==> src/rtl/vrc_regs.svh <==
`ifndef VRC_REGS_SVH
`define VRC_REGS_SVH

// Controller clock period in ns
`define VRC_CLK_NS 40
// Page-mode column strobe fall-to-fall spacing in ns
`define VRC_PAGE_SPACE_NS 100
`define VRC_PAGE_SPACE_STR_NS 150
// Refresh strobe low time in ns
`define VRC_REF_LOW_NS 100
`define VRC_REF_LOW_STR_NS 150
// Least times round up to whole cycles
`define VRC_CEIL_CYC(ns) (((ns) + `VRC_CLK_NS - 1) / `VRC_CLK_NS)
`define VRC_PAGE_CYC 3'(`VRC_CEIL_CYC(`VRC_PAGE_SPACE_NS))
`define VRC_PAGE_CYC_STR 3'(`VRC_CEIL_CYC(`VRC_PAGE_SPACE_STR_NS))
`define VRC_REF_CYC 3'(`VRC_CEIL_CYC(`VRC_REF_LOW_NS))
`define VRC_REF_CYC_STR 3'(`VRC_CEIL_CYC(`VRC_REF_LOW_STR_NS))
// Row strobe fall-to-fall spacing in clock cycles
`define VRC_RAS_CYC 4'h5
`define VRC_RAS_CYC_PRE 4'h6
`define VRC_RAS_CYC_BOTH 4'h7
// Default refresh interval in clock cycles
`define VRC_REF_INTERVAL 390

`endif

==> src/rtl/vrc_pkg.sv <==
package vrc_pkg;

	// Memory configuration bits, ordered as the configuration byte
	typedef struct packed {
		logic refresh_active_stretch;
		logic row_precharge_stretch;
		logic page_cycle_stretch;
	} vrc_cfg_s;

	// One access request from the internal access source
	typedef struct packed {
		logic write;
		logic paged;
		logic [8:0] row;
		logic [8:0] col;
		logic [3:0] byte_en;
		logic [31:0] wdata;
	} vrc_req_s;

	// Cycle sequencer states
	typedef enum logic [2:0] {
		VRC_IDLE = 3'h0,
		VRC_ROW = 3'h1,
		VRC_COL_LOW = 3'h2,
		VRC_COL_HIGH = 3'h3,
		VRC_REF_COL = 3'h4,
		VRC_REF_BOTH = 3'h5
	} vrc_state_e;

endpackage

==> src/rtl/vrc_ctrl.sv <==
`timescale 1ns/10ps
`include "vrc_regs.svh"
module vrc_ctrl #(
	parameter int REF_INTERVAL = `VRC_REF_INTERVAL
) (
	input wire logic clk,
	input wire logic rst,
	input wire vrc_pkg::vrc_cfg_s cfg,
	input wire logic narrow_width,
	input wire logic req_valid,
	input wire vrc_pkg::vrc_req_s req,
	output logic req_ready,
	output logic [31:0] rd_data,
	output logic rd_valid,
	output logic vram_row_strobe_n,
	output logic vram_column_strobe_n,
	output logic vram_output_enable_n,
	output logic [3:0] vram_byte_write_enable_n,
	output logic [8:0] vram_muxed_address,
	input wire logic [31:0] vram_data_in,
	output logic [31:0] vram_data_out,
	output logic vram_data_oe
);

	// Sequencer state and its next value
	vrc_pkg::vrc_state_e state_reg, state_next;
	// Cycles since the last row strobe fall, saturating, and the spacing that fall owes
	logic [3:0] cyc_reg, cyc_next, ras_last_reg;
	// Cycles spent in the current strobe phase
	logic [2:0] sub_reg, sub_next;
	// Current column beat and the last beat of the access
	logic [1:0] beat_reg, beat_next, last_reg;
	// Request and configuration held for the whole cycle
	vrc_pkg::vrc_req_s cur_reg;
	vrc_pkg::vrc_cfg_s cfg_reg;
	logic narrow_reg;
	// Refresh timer and pending flag
	logic [9:0] ref_cnt_reg;
	logic ref_pend_reg, ref_pend_next;
	// Two-stage synchroniser for the memory data pins
	logic [31:0] din_meta_reg, din_sync_reg;

	// Timing figures selected by the latched configuration
	wire [2:0] page_cyc = cfg_reg.page_cycle_stretch ? `VRC_PAGE_CYC_STR : `VRC_PAGE_CYC;
	wire [2:0] ref_cyc = cfg_reg.refresh_active_stretch ? `VRC_REF_CYC_STR : `VRC_REF_CYC;
	wire [3:0] ras_cyc = !cfg_reg.row_precharge_stretch ? `VRC_RAS_CYC :
		(cfg_reg.page_cycle_stretch ? `VRC_RAS_CYC_BOTH : `VRC_RAS_CYC_PRE);
	wire [3:0] ras_need = (ras_last_reg > ras_cyc) ? ras_last_reg : ras_cyc; // Survives a change
	// Next row strobe fall may land on the coming edge; widened so 4'hf does not wrap
	wire gap_ok = ({1'b0, cyc_reg} + 5'h01) >= {1'b0, ras_need};
	wire ref_tick = ref_cnt_reg == 10'h0;
	wire take = (state_reg == vrc_pkg::VRC_IDLE) && req_valid && req_ready;
	wire [1:0] base_beats = narrow_width ? 2'h1 : 2'h0;
	wire [1:0] req_last = req.paged ? {base_beats[0], 1'b1} : base_beats;
	wire is_last = beat_reg == last_reg;

	// Sequencer next-state decode
	always_comb begin
		state_next = state_reg;
		sub_next = sub_reg + 3'h1;
		beat_next = beat_reg;
		case (state_reg)
			vrc_pkg::VRC_IDLE: begin
				sub_next = 3'h0;
				beat_next = 2'h0;
				if (ref_pend_reg && gap_ok) begin
					state_next = vrc_pkg::VRC_REF_COL;
				end else if (take) begin
					state_next = vrc_pkg::VRC_ROW;
				end
			end
			vrc_pkg::VRC_ROW: begin
				state_next = vrc_pkg::VRC_COL_LOW;
				sub_next = 3'h0;
			end
			vrc_pkg::VRC_COL_LOW: begin
				// low for all but one cycle of spacing
				if (sub_reg == page_cyc - 3'h2) begin
					state_next = vrc_pkg::VRC_COL_HIGH;
				end
			end
			vrc_pkg::VRC_COL_HIGH: begin
				sub_next = 3'h0;
				beat_next = beat_reg + 2'h1;
				// further beats stay in the open page
				if (is_last) begin
					state_next = vrc_pkg::VRC_IDLE;
				end else begin
					state_next = vrc_pkg::VRC_COL_LOW;
				end
			end
			vrc_pkg::VRC_REF_COL: begin
				state_next = vrc_pkg::VRC_REF_BOTH;
				sub_next = 3'h0;
			end
			vrc_pkg::VRC_REF_BOTH: begin
				// both strobes low for the refresh time
				if (sub_reg == ref_cyc - 3'h1) begin
					state_next = vrc_pkg::VRC_IDLE;
				end
			end
			default: begin
				state_next = vrc_pkg::VRC_IDLE;
			end
		endcase
	end

	// Strobe levels for the coming cycle
	wire ras_on_next = (state_next == vrc_pkg::VRC_ROW) || (state_next == vrc_pkg::VRC_COL_LOW)
		|| (state_next == vrc_pkg::VRC_REF_BOTH)
		|| ((state_next == vrc_pkg::VRC_COL_HIGH) && (beat_next != last_reg));
	// column strobe leads the row strobe in refresh
	wire cas_on_next = (state_next == vrc_pkg::VRC_COL_LOW) ||
		(state_next == vrc_pkg::VRC_REF_COL) || (state_next == vrc_pkg::VRC_REF_BOTH);
	wire col_next = state_next == vrc_pkg::VRC_COL_LOW;
	wire ras_fall = ras_on_next && vram_row_strobe_n;
	// Request used for the coming cycle, fresh when just taken
	wire vrc_pkg::vrc_req_s req_use = take ? req : cur_reg;
	wire narrow_use = take ? narrow_width : narrow_reg;
	wire [8:0] col_addr = req_use.col + {7'h0, beat_next};
	// Narrow memory carries halves on the low lanes, low half first
	wire hi_half = narrow_use && beat_next[0];
	wire [31:0] wdata_next = hi_half ? {16'h0, req_use.wdata[31:16]} : req_use.wdata;
	wire [3:0] be_next = narrow_use ? (hi_half ? {2'h0, req_use.byte_en[3:2]} :
		{2'h0, req_use.byte_en[1:0]}) : req_use.byte_en;
	wire [9:0] ref_cnt_next = ref_tick ? 10'(REF_INTERVAL - 1) : ref_cnt_reg - 10'h1;
	// Cycles counted to the next edge for the ready decision
	assign cyc_next = ras_fall ? 4'h0 : ((cyc_reg == 4'hf) ? cyc_reg : cyc_reg + 4'h1);
	// Tick sets the flag and wins over the clear on refresh entry
	assign ref_pend_next = ref_tick || (ref_pend_reg && (state_next != vrc_pkg::VRC_REF_COL));
	wire ready_next = (state_next == vrc_pkg::VRC_IDLE) && !ref_pend_next &&
		(({1'b0, cyc_next} + 5'h01) >= {1'b0, ras_need});
	// capture on the cycle the column strobe deasserts
	wire capture = (state_reg == vrc_pkg::VRC_COL_HIGH) && !cur_reg.write;

	// Sequencer registers
	always_ff @(posedge clk or posedge rst) begin
		if (rst) begin
			state_reg <= vrc_pkg::VRC_IDLE;
			sub_reg <= 3'h0;
			beat_reg <= 2'h0;
			cyc_reg <= 4'hf;
			ras_last_reg <= `VRC_RAS_CYC;
		end else begin
			state_reg <= state_next;
			sub_reg <= sub_next;
			beat_reg <= beat_next;
			cyc_reg <= cyc_next;
			// Setting is frozen while a cycle runs, so this is what its fall owes
			if (state_reg != vrc_pkg::VRC_IDLE) begin
				ras_last_reg <= ras_cyc;
			end
		end
	end

	// Request and configuration latched as a cycle starts
	always_ff @(posedge clk or posedge rst) begin
		if (rst) begin
			cur_reg <= '0;
			cfg_reg <= '0;
			narrow_reg <= 1'b0;
			last_reg <= 2'h0;
		end else if (state_reg == vrc_pkg::VRC_IDLE) begin
			cfg_reg <= cfg;
			if (take) begin
				cur_reg <= req;
				narrow_reg <= narrow_width;
				last_reg <= req_last;
			end else begin
				last_reg <= 2'h0;
			end
		end
	end

	// periodic refresh request, held until served
	always_ff @(posedge clk or posedge rst) begin
		if (rst) begin
			ref_cnt_reg <= 10'(REF_INTERVAL - 1);
			ref_pend_reg <= 1'b0;
			req_ready <= 1'b0;
		end else begin
			ref_cnt_reg <= ref_cnt_next;
			ref_pend_reg <= ref_pend_next;
			req_ready <= ready_next;
		end
	end

	// every memory pin is a flop on clk
	always_ff @(posedge clk or posedge rst) begin
		if (rst) begin
			vram_row_strobe_n <= 1'b1;
			vram_column_strobe_n <= 1'b1;
			vram_output_enable_n <= 1'b1;
			vram_byte_write_enable_n <= 4'hf;
			vram_muxed_address <= 9'h0;
			vram_data_out <= 32'h0;
			vram_data_oe <= 1'b0;
		end else begin
			vram_row_strobe_n <= !ras_on_next;
			vram_column_strobe_n <= !cas_on_next;
			vram_output_enable_n <= !(col_next && !req_use.write);
			vram_byte_write_enable_n <= (col_next && req_use.write) ? ~be_next : 4'hf;
			vram_data_oe <= col_next && req_use.write;
			vram_data_out <= wdata_next;
			if (state_next == vrc_pkg::VRC_ROW) begin
				vram_muxed_address <= req_use.row;
			end else if (col_next) begin
				vram_muxed_address <= col_addr;
			end
		end
	end

	// Data pins are outside this clock, so they pass two flops
	always_ff @(posedge clk or posedge rst) begin
		if (rst) begin
			din_meta_reg <= 32'h0;
			din_sync_reg <= 32'h0;
		end else begin
			din_meta_reg <= vram_data_in;
			din_sync_reg <= din_meta_reg;
		end
	end

	// read word assembly, one valid per full word
	always_ff @(posedge clk or posedge rst) begin
		if (rst) begin
			rd_data <= 32'h0;
			rd_valid <= 1'b0;
		end else begin
			rd_valid <= capture && (!narrow_reg || beat_reg[0]);
			if (capture && narrow_reg && !beat_reg[0]) begin
				rd_data[15:0] <= din_sync_reg[15:0];
			end else if (capture && narrow_reg) begin
				rd_data[31:16] <= din_sync_reg[15:0];
			end else if (capture) begin
				rd_data <= din_sync_reg;
			end
		end
	end
endmodule

==> config.mk <==
export PLATFORM = sky130hd
export DESIGN_NAME = vrc_ctrl
export DESIGN_NICKNAME = d
export VERILOG_FILES = /design/src/rtl/vrc_pkg.sv /design/src/rtl/vrc_ctrl.sv
export VERILOG_INCLUDE_DIRS = /design/src /design/src/rtl
export SDC_FILE = /design/constraint.sdc
export NUM_CORES = 1
export LEC_CHECK = 0
export ABC_AREA = 1
export BUFFER_PORTS_ARGS = -buffer_cell sky130_fd_sc_hd__buf_2
export CAP_MARGIN = 20
export CORE_MARGIN = 1
export CORE_UTILIZATION = 25
export CTS_BUF_LIST = sky130_fd_sc_hd__clkbuf_2 sky130_fd_sc_hd__clkbuf_4 sky130_fd_sc_hd__clkbuf_8
export DETAILED_ROUTE_END_ITERATION = 16
export GPL_TIMING_DRIVEN = 0
export SETUP_SLACK_MARGIN = 0.5
export SLEW_MARGIN = 20
export SYNTH_ARGS = -nofsm -noshare
export SYNTH_HDL_FRONTEND = slang
export SYNTH_SLANG_ARGS = --single-unit
export TNS_END_PERCENT = 5
==> constraint.sdc <==
create_clock -name clk -period 19.95 [get_ports clk]
set_input_delay 0.9975 -clock clk [delete_from_list [all_inputs] [get_ports clk]]
set_output_delay 0.9975 -clock clk [all_outputs]
set_load 0.05 [all_outputs]
== After elaboration in Yosys (flattened, before gate mapping) ==
Index checks and enable logic that the tools add are counted.

* Flip-flop bits (word level): 236
* Latch bits: 0
* RAM bits: 0
* Memory bits (read-only): 0
* Word-level logic and storage cells: 134
* Memories kept: 0

* $add $sub $neg: 9
* Multipliers: 0
* Div/mod/pow operators: 0
* Order comparisons: 3
* Eq/ne operators: 17
* Shift-type cells: 0
* Mux-type cells: 31
* Bitwise gates (word level): 2
* Reductions and logical operators: 41

{| class="wikitable"
|+ Operators by type and width
! cell !! number
|-
| 32-bit 2-to-1 mux || 2
|-
| 56-bit 2-to-1 mux || 1
|-
| 16-bit 2-to-1 mux || 3
|-
| 3-bit 2-to-1 mux || 7
|-
| 4-bit 2-to-1 mux || 5
|-
| 9-bit 2-to-1 mux || 2
|-
| 3-bit one-hot mux with 6 select lines || 1
|-
| 1-bit logical AND || 15
|-
| 3-bit by 2-bit equality test with 1-bit output, second input constant || 4
|-
| 3-bit equality test, second input constant || 4
|-
| 4-bit by 1-bit adder with 5-bit output, second input constant || 2
|-
| 5-bit by 4-bit >= comparator with 1-bit output || 2
|-
| 10-bit zero test || 1
|-
| 10-bit 2-to-1 mux || 1
|-
| 2-bit 2-to-1 mux || 5
|-
| 10-bit by 1-bit subtractor with 10-bit output, second input constant || 1
|-
| 9-bit by 2-bit adder with 9-bit output || 1
|-
| 1-bit zero test || 8
|-
| 1-bit logical OR || 7
|-
| 3-bit by 1-bit equality test with 1-bit output, second input constant || 2
|-
| 3-bit equality test || 2
|-
| 3-bit zero test || 2
|-
| 2-bit AND reduction || 3
|-
| 2-bit nonzero test || 3
|-
| 17 further kinds || 19
|}

== Logic depth before layout (Yosys ltp) ==
Gate-level depths: netlist (run 1).

* Depth after elaboration: 17
* Gate-level depth with buffers: 31
* Mapped depth without buffers: 31

== Least setup slack after synthesis (run 1) ==
Ideal clock, no wire load.

* Path type: reg-to-reg
* Start: register ras_last_reg[0]
* End: register req_ready
* Library setup time: 116 ps
* Data arrival time: 3211 ps
* Slack: 16623 ps
* Stages on the path, launching flop included: 29
* Buffers on the path: 0
* Path through: dfstp_2 -> inv_1 -> ha_1 -> inv_1 -> o22ai_1 -> o21ai_0 -> ha_1 -> inv_1 -> nand2_1 -> nand2_1 -> nand2_1 -> nand2_1 -> nand2_1 -> nand2_1 -> nand2_2 -> o21ai_2 -> nor2_1 -> nand2_2 -> nand2_2 -> inv_1 -> nor2_1 -> ha_1 -> ha_1 -> o21ai_0 -> nand2_1 -> nand2_1 -> nor2_1 -> nor2_1 -> nor2_1

* Cells in the longest elaborated chain, start to end: 15
* Elaborated cells between the ends (all ways): 25
* Classes of those cells: add/sub: 1; order compare: 3; eq/ne: 5; mux: 4; reduce/logical: 12

{| class="wikitable"
|+ RTL lines
! what !! line !! text
|-
| start, declared || vrc_ctrl.sv:28 || <nowiki>logic [3:0] cyc_reg, cyc_next, ras_last_reg;</nowiki>
|-
| start signal, assigned || vrc_ctrl.sv:143 || <nowiki>ras_last_reg <= `VRC_RAS_CYC;</nowiki>
|-
| start signal, assigned || vrc_ctrl.sv:151 || <nowiki>ras_last_reg <= ras_cyc;</nowiki>
|-
| 4-bit by 3-bit > comparator with 1-bit output || vrc_ctrl.sv:48 || <nowiki>wire [3:0] ras_need = (ras_last_reg > ras_cyc) ? ras_last_reg : ras_cyc;</nowiki>
|-
| 4-bit 2-to-1 mux * || vrc_ctrl.sv:48 ||
|-
| 5-bit by 4-bit >= comparator with 1-bit output * || vrc_ctrl.sv:50 || <nowiki>wire gap_ok = ({1'b0, cyc_reg} + 5'h01) >= {1'b0, ras_need};</nowiki>
|-
| 1-bit logical AND * || vrc_ctrl.sv:66 || <nowiki>if (ref_pend_reg && gap_ok) begin</nowiki>
|-
| 3-bit 2-to-1 mux * || vrc_ctrl.sv:66 ||
|-
| 3-bit one-hot mux with 6 select lines * || vrc_ctrl.sv:62 || <nowiki>case (state_reg)</nowiki>
|-
| 3-bit by 1-bit equality test with 1-bit output or 3-bit by 2-bit equality test with 1-bit output (tied branches) || vrc_ctrl.sv:109 || <nowiki>wire ras_on_next = (state_next == vrc_pkg::VRC_ROW) || (state_next == vrc_pkg::VRC_COL_LOW)</nowiki>
|-
| 1-bit logical OR || vrc_ctrl.sv:109 ||
|-
| 1-bit logical OR || vrc_ctrl.sv:110 || <nowiki>|| (state_next == vrc_pkg::VRC_REF_BOTH)</nowiki>
|-
| 1-bit logical OR * || vrc_ctrl.sv:111 || <nowiki>|| ((state_next == vrc_pkg::VRC_COL_HIGH) && (beat_next != last_reg));</nowiki>
|-
| 1-bit logical AND * || vrc_ctrl.sv:116 || <nowiki>wire ras_fall = ras_on_next && vram_row_strobe_n;</nowiki>
|-
| 4-bit 2-to-1 mux * || vrc_ctrl.sv:128 || <nowiki>assign cyc_next = ras_fall ? 4'h0 : ((cyc_reg == 4'hf) ? cyc_reg : cyc_reg + 4'h1);</nowiki>
|-
| named net cyc_next[0] || vrc_ctrl.sv:28 ||
|-
| 4-bit by 1-bit adder with 5-bit output * || vrc_ctrl.sv:132 || <nowiki>(({1'b0, cyc_next} + 5'h01) >= {1'b0, ras_need});</nowiki>
|-
| 5-bit by 4-bit >= comparator with 1-bit output * || vrc_ctrl.sv:132 ||
|-
| 1-bit logical AND * || vrc_ctrl.sv:131 || <nowiki>wire ready_next = (state_next == vrc_pkg::VRC_IDLE) && !ref_pend_next &&</nowiki>
|-
| named net ready_next || vrc_ctrl.sv:131 ||
|-
| end signal, assigned || vrc_ctrl.sv:184 || <nowiki>req_ready <= ready_next;</nowiki>
|-
| end, declared || vrc_ctrl.sv:12 || <nowiki>output logic req_ready,</nowiki>
|}

Mark *: on every way through the listed nets, which the timed path passes. The rest lies on a longest branch.
A chain may end at the register's enable or synchronous reset.

== Worst setup path after layout (run 1) ==
Same ends and word-level chain as after synthesis.

==> flow_summary.toml, run 1 <==
[setup_path]
cpPeakStageDelay_ns = 0.51
path_class = "reg -> reg"
cp_slowest_cell = "dfstp_2"
worstPathArrival_ns = 4.26
cp-start-kind = "flip-flop"
cp_max_fo = 6
worstPathRequired_ns = 20.39
crit_path_frequent_cell = "nand2_1"
critPathCaptureType = "flip-flop"

[detailed_routing]
wirelength_microns = 23200
post-route-drc-count = 0
final_antenna_net_count = 0
viasPerCell = 4.13
first_pass_iters = 4
vias = 6434
wire_per_inst_microns = 14.9
drt_iter0_markers = 308

[timing]
hold_viol_final = 0
finalClockSkew_ns = 0.0253
setup_viol = 0
maxSlewViolCount = 0
tightestPinTransition_ns = 0.836
post-route-period-util_pct = 19.2
period_needed_ns = 3.83
finalSetupTns_ns = 0
grt_setup_unrepaired = "false"
fmax_mhz = 261
relSlewSlack_pct = 43.7

[synthesis]
synthArstFlopShare_pct = 100
ys_ff_latch = 233
synthesis.area_sq_mm = 0.00891
synth.area.mux_share_pct = 0.112
seq_area_frac_synth_pct = 65.7
syn_area_per_cell_sq_um = 10.5
synth_area_leaders = "dfrtp_1 (61%), nand2_1 (9.1%), dfstp_2 (4.7%)"
synth_compound_area_share_pct = 8.54
ys_warn_count = 0
netlist.area_leader.share_pct = 61.0
syn-instance-count = 848
syn_nets = 957
synth_common_cells = "dfrtp_1 (217), nand2_1 (217), inv_1 (90), o21ai_0 (63), nor2_1 (54)"
synth_top_family_by_area = "simple AND/OR/NAND/NOR gates"
synth-edff-count = 0
synth.distinct_cells = 42
yosysTopAreaCell = "dfrtp_1"
yosys.area_share.simple_pct = 17.0
synthFlopType = "dfrtp_1"
synth_xor_area_share_pct = 1.28
synth_adder_area_share_pct = 2.05

[power]
leakage_nw = 5.83
p_sw_w = 0.000827
peakVddDrop_v = 0.0000866
power_frac_clock_pct = 24.7
seqPwrFrac_pct = 35.6
total_power_w = 0.00195
power.internal_w = 0.00112
powerDensity_mw_per_mm2 = 172
pwr-share-comb_pct = 39.7
p_sw_share_pct = 42.4

[finish]
fin_nets = 1179
drive_gt1_share_pct = 30.1
syn_to_final_growth_pct = 27.3
largest_register_ffs = 55
final_util_pct = 32.6
fin_area_sq_mm = 0.0113
layout.cells.non_filler = 1557

[global_route]
grt_pass1_wl_microns = 36700
antenna_found_initial = 2
grt_pass1_vias = 6682
grt_max_degree = 90
overflow = 0
track_usage_pct = 13.1

[clock_tree]
cts_max_path_buffers = 3
cts_setup_buffers = 0
insertion_delay_ns = 0.55
cts_hold_buf = 0
cts-resized-gates = 0
htreeDepth = 2
cts.sinks = 233
cts_root_buffer = "clkbuf_8"
cts_buffers = 41
cts_tree = "done"
clkTransAtPathRegs_ns = 0.06

[place]
placedInstanceArea_sq_mm = 0.0104
place.gp.congestion = 0.759
hpwl_microns = 16500
dp.cells = 1482
io_buffers = 177

[floorplan]
core_area_sq_mm = 0.0348
die_h_microns = 191
num_rows = 68
die_w_microns = 191
io_pins = 178
die-area_sq_mm = 0.0364
start_util_pct = 25.6

[job]
max_cap_viol_count = 0

[hold_path]
hp-class = "reg -> reg"

[run_status]
status = "finished clean"
[cells in the final DEF, fill, tap and decap left out, types with 3 or more instances in the layout]
cell type | synthesis | routed
a21oi_1 | 3 | 3
a31oi_1 | 3 | 3
buf_2 | 9 | 186
clkbuf_1 | 14 | 14
clkbuf_4 | 0 | 9
clkbuf_8 | 0 | 53
clkinv_2 | 0 | 6
dfrtp_1 | 217 | 217
dfstp_2 | 16 | 16
ha_1 | 13 | 13
inv_1 | 90 | 89
inv_2 | 7 | 7
nand2_1 | 217 | 217
nand2_2 | 5 | 5
nand3_1 | 21 | 21
nand4_1 | 3 | 3
nor2_1 | 54 | 54
nor2_4 | 4 | 4
nor3_1 | 3 | 3
o211ai_1 | 22 | 22
o21a_1 | 18 | 18
o21ai_0 | 63 | 63
o21ai_1 | 4 | 4
o21ai_2 | 4 | 4
or2_2 | 23 | 23
xnor2_1 | 5 | 5
xor2_1 | 8 | 8
[power groups by stage]
stage               combinational (W)  clock [W]  sequential, W
floorplan                    0.000321          0       0.000959
global placement             0.000771          0       0.000699
detailed placement           0.000783          0       0.000702
CTS                          0.000787   0.000498       0.000695
global route                 0.000857   0.000522       0.000711
finish                       0.000775   0.000483       0.000694
[cell type report]
type                            count  area [sq um]
Buffer                             25           113
Fill cell                        3569         23500
Timing Repair Buffer              179           941
Inverter                           98           375
Tap cell                          455           569
Clock buffer                       62           797
Multi-Input combinational cell    492          2580
Clock inverter                     11           116
Sequential cell                   233          5850
Antenna cell                        2          5.00
[worst max-delay path: cells and delay by family (launching register included)]
kind	cells	cell delay (ns)
AOI/OAI and AO/OA	4	0.49
adders and majority gates	4	1.15
buffers and inverters	4	0.22
DFF	1	0.51
and+or+nand+nor	16	1.33
[path summary, 6_finish.rpt]
path / from / endpoint / slack, ns / cells past startpoint
min reg2reg: din_meta_reg[26]$_DFF_PP0_ / din_sync_reg[26]$_DFF_PP0_ / 0.34 / 0
min in group asynchronous: rst / din_meta_reg[0]$_DFF_PP0_ / 0.47 / 2
max reg2reg: ras_last_reg[0]$_DFFE_PP1N_ / req_ready$_DFF_PP0_ / 16.12 / 28
min: din_meta_reg[26]$_DFF_PP0_ / din_sync_reg[26]$_DFF_PP0_ / 0.34 / 0
max: ras_last_reg[0]$_DFFE_PP1N_ / req_ready$_DFF_PP0_ / 16.12 / 28
max in group asynchronous: rst / vram_byte_write_enable_n[0]$_DFF_PP1_ / 18.68 / 3
[cells by family (layout without fill, tap and decap cells)]
family | count (synthesis) | count (layout)
AO/OA/AOI/OAI | 123 | 123
XOR/XNOR | 13 | 13
adder cells (fa/ha/maj) | 14 | 14
buffers and inverters | 123 | 375
flip-flops | 233 | 233
multiplexers | 1 | 1
other | 0 | 2
AND/OR/NAND/NOR | 341 | 341
[per-layer routing]
metal	part of all wire [%]	vias to the layer above	wire [microns]	GRT usage, %
met1	46	3112	10600	17.6
met2	47	157	10900	20.7
li1	-	3127	-	-
met5	0	-	0	0
met4	2.2	0	505	4.86
met3	5.5	38	1270	2.71
[through the flow]
stage | setup WS (ns) | hold slack (ns)
floorplan | 12.59 | 0.331
global placement | 9.94 | 0.333
detailed placement | 16.00 | 0.335
CTS | 16.09 | 0.330
global route | 15.76 | 0.346
finish | 16.12 | 0.335
Power figures use the tool's default switching activity.
==> run 2: changes to the inputs <==
--- a/config.mk
+++ b/config.mk
@@ -6,7 +6,7 @@
 export SDC_FILE = /design/constraint.sdc
 export NUM_CORES = 1
 export LEC_CHECK = 0
-export ABC_AREA = 1
+export ABC_AREA = 0
 export BUFFER_PORTS_ARGS = -buffer_cell sky130_fd_sc_hd__buf_2
 export CAP_MARGIN = 20
 export CORE_MARGIN = 1
==> constraint.sdc (replaced) <==
create_clock -name clk -period 3.8 [get_ports clk]
set_input_delay 0.19 -clock clk [delete_from_list [all_inputs] [get_ports clk]]
set_output_delay 0.19 -clock clk [all_outputs]
set_load 0.05 [all_outputs]
==> flow_summary.toml, run 2 <==
[finish]
drive_gt1_share_pct = 34.3
largest_register_ffs = 55
syn_to_final_growth_pct = 41.0
fin_nets = 1163
final_cell_mix = "dfrtp_1 (217), buf_2 (190), dlygate4sd3_1 (94)"
nFillCells = 3453
layout_commonest_cell = "dfrtp_1"

[power]
powerDensity_mw_per_mm2 = 849
power_frac_clock_pct = 24.8
leakage_nw = 6.24
p_sw_w = 0.00440
seqPwrFrac_pct = 33.2
p_sw_share_pct = 40.9
pwr-share-comb_pct = 42.0
peakVddDrop_v = 0.000596
power.internal_w = 0.00637

[timing]
finalClockSkew_ns = 0.0266
period_needed_ns = 3.66
grt_setup_unrepaired = "true"
whs_ns = 0.292
fin_ws_ns = 0.143
maxSlewViolCount = 0
tightestPinTransition_ns = 0.691
hold_viol_final = 0
post-route-period-util_pct = 96.2
setup_viol = 0
relSlewSlack_pct = 53.4
fmax_mhz = 273

[detailed_routing]
wirelength_microns = 24600
final_antenna_net_count = 0
first_pass_iters = 4
vias = 6652
drt_iter0_markers = 260
viasPerCell = 4.30
wire_per_inst_microns = 15.9
post-route-drc-count = 0

[synthesis]
synth.distinct_cells = 58
synthArstFlopShare_pct = 100
synth.area.mux_share_pct = 9.01
syn-instance-count = 722
synth_common_cells = "dfrtp_1 (217), nand2_1 (90), nor2_1 (45), o21ai_0 (41), mux2_2 (40)"
synth_xor_area_share_pct = 2.00
yosysMostFrequentCell = "dfrtp_1"
synth_compound_area_share_pct = 7.30
yosysTopAreaCell = "dfrtp_1"
synth_adder_area_share_pct = 2.03
ys_warn_count = 0
ys_ff_latch = 233
synthFlopType = "dfrtp_1"
yosys.area_share.simple_pct = 11.2
synth_area_leaders = "dfrtp_1 (60%), mux2_2 (5.0%), dfstp_2 (4.7%)"
netlist.area_leader.share_pct = 60.3
syn_area_per_cell_sq_um = 12.5
synth-edff-count = 0
synth_top_family_by_area = "simple AND/OR/NAND/NOR gates"
syn_nets = 831
synthesis.area_sq_mm = 0.00900
seq_area_frac_synth_pct = 65.0

[clock_tree]
cts_root_buffer = "clkbuf_8"
cts_buffers = 41
cts_max_path_buffers = 3
clkTransAtPathRegs_ns = 0.06
insertion_delay_ns = 0.55
cts.sinks = 233
cts_tree = "done"
htreeDepth = 2

[floorplan]
io_pins = 178
num_rows = 69
die_h_microns = 192
start_util_pct = 25.4
die-area_sq_mm = 0.0368
die_w_microns = 192
core_area_sq_mm = 0.0355

[setup_path]
worstPathArrival_ns = 4.11
critPathCaptureType = "flip-flop"
cp_top_family = "compound AO/OA/AOI/OAI gates"
cp_max_fo = 3
path_class = "reg -> reg"
worstPathCellList = "buf_4 -> nand2b_4 -> ha_4 -> inv_2 -> o22ai_2 -> o21ai_2 -> ha_1 -> nand2b_4 -> a21oi_4 -> o211a_1 -> buf_6 -> o31a_1 -> a21oi_2 -> ha_1 -> ha_1 -> a21oi_2 -> mux2i_1 -> a21oi_2 -> nor4_2"
worstPathRequired_ns = 4.25
crit_buf_inv = 3
cp-start-kind = "flip-flop"
cpPeakStageDelay_ns = 0.36
cp_slowest_cell = "dfrtp_1"

[global_route]
overflow = 0
grt_pass1_wl_microns = 38100
antenna_found_initial = 1
track_usage_pct = 13.6
grt_pass1_vias = 7004
grt_max_degree = 36

[place]
place_ws_ns = -0.719
hpwl_microns = 16800
place.gp.congestion = 0.799
io_buffers = 177

[hold_path]
hp-class = "in -> reg"

[run_status]
status = "finished clean"

[job]
max_cap_viol_count = 0
## run 2: cell types whose count changed after synthesis, sizes merged, moves of 7 or more
cell / change
mux2: +40
nor2: -13
inv: -63
buf: +12
a21oi: +27
o21a: -16
nand2: -135
mux2i: +35
o211ai: -15
nand2b: +11
o21ai: -29
clkbuf: -7
and3: +7
or2: -24
## run 2: kinds of logic after synthesis
| kind of cell | Yosys count |
|---|---|
| flip-flops | 233 |
| AND/OR/NAND/NOR | 211 |
| AO/OA/AOI/OAI | 105 |
| multiplexers | 76 |
| buffers and inverters | 64 |
| XOR/XNOR | 19 |
| adder cells (fa/ha/maj) | 14 |
## run 2: per-layer routing
layer	vias up	wire length, microns	track usage (%)
met5	-	0	0
met2	219	11400	21.3
met3	66	1700	3.45
met4	0	887	7.08
met1	3242	10600	17.1
li1	3125	-	-
## run 2: final cells by class
class / count / area [sq um] / area share, %
antenna: 2 / 5.00 / 0.0394
buffer: 30 / 198 / 1.56
inverter: 34 / 131 / 1.04
clock buffer: 59 / 756 / 5.95
timing repair buffer: 289 / 2060 / 16.2
multi-input combinational: 425 / 2930 / 23.0
sequential: 233 / 5850 / 46.1
tap: 461 / 577 / 4.54
clock inverter: 13 / 193 / 1.52
## run 2: per-stage QoR
| stage | instance area, sq um | util (%) | std cells | power, W | setup TNS [ns] |
|---|---|---|---|---|---|
| after floorplan | 9010 | - | 722 | 0.00659 | 0 |
| after global placement | 10500 | 29.5 | 1360 | 0.00760 | -207.88 |
| after detailed placement | 10600 | 29.9 | 1367 | 0.00771 | -0.719 |
| after CTS | 12700 | 35.7 | 1544 | 0.0109 | 0 |
| after global routing | 12700 | 35.8 | 1544 | 0.0114 | 0 |
| final | 12700 | 35.8 | 1546 | 0.0108 | 0 |
## run 2: worst register-to-register path: stages (launching register included)
cell,delay [ns]
dfrtp_1,0.36
buf_4,0.13
nand2b_4,0.06
ha_4,0.26
inv_2,0.03
o22ai_2,0.17
o21ai_2,0.11
ha_1,0.28
nand2b_4,0.12
a21oi_4,0.05
o211a_1,0.21
buf_6,0.12
o31a_1,0.34
a21oi_2,0.19
ha_1,0.26
ha_1,0.30
a21oi_2,0.06
mux2i_1,0.19
a21oi_2,0.05
nor4_2,0.25
## run 2: power by group through the flow
stage,sequential (W),combinational [W],clock (W)
5_1_grt,0.00365,0.00488,0.00289
4_1_cts,0.00358,0.00450,0.00278
3_3_place_gp,0.00359,0.00401,0
2_1_floorplan,0.00488,0.00171,0
6_report,0.00357,0.00452,0.00268
3_5_place_dp,0.00361,0.00410,0
## run 2: final timing paths
| check | endpoint | cells past startpoint | start | slack (ns) |
|---|---|---|---|---|
| min in group asynchronous | din_sync_reg[15]$_DFF_PP0_ | 3 | rst | 0.30 |
| max | req_ready$_DFF_PP0_ | 19 | cfg_reg[1]$_DFFE_PP0P_ | 0.14 |
| max in group asynchronous | vram_byte_write_enable_n[0]$_DFF_PP1_ | 6 | rst | 2.35 |
| max reg2reg | req_ready$_DFF_PP0_ | 19 | cfg_reg[1]$_DFFE_PP0P_ | 0.14 |
| min reg2reg | din_sync_reg[14]$_DFF_PP0_ | 0 | din_meta_reg[14]$_DFF_PP0_ | 0.34 |
| min | din_meta_reg[15]$_DFF_PP0_ | 2 | vram_data_in[15] | 0.29 |
## run 2: timing repair
| item | CTS | global route |
|---|---|---|
| hold buffers | 94 | 0 |
| gates resized for setup | 17 | 8 |
| buffers inserted | 11 | 0 |
| gates cloned | 0 | 0 |
| hold endpoints to repair | 156 | 0 |
| endpoints found under the setup margin | 4 | 5 |
| pin swaps | 14 | 0 |
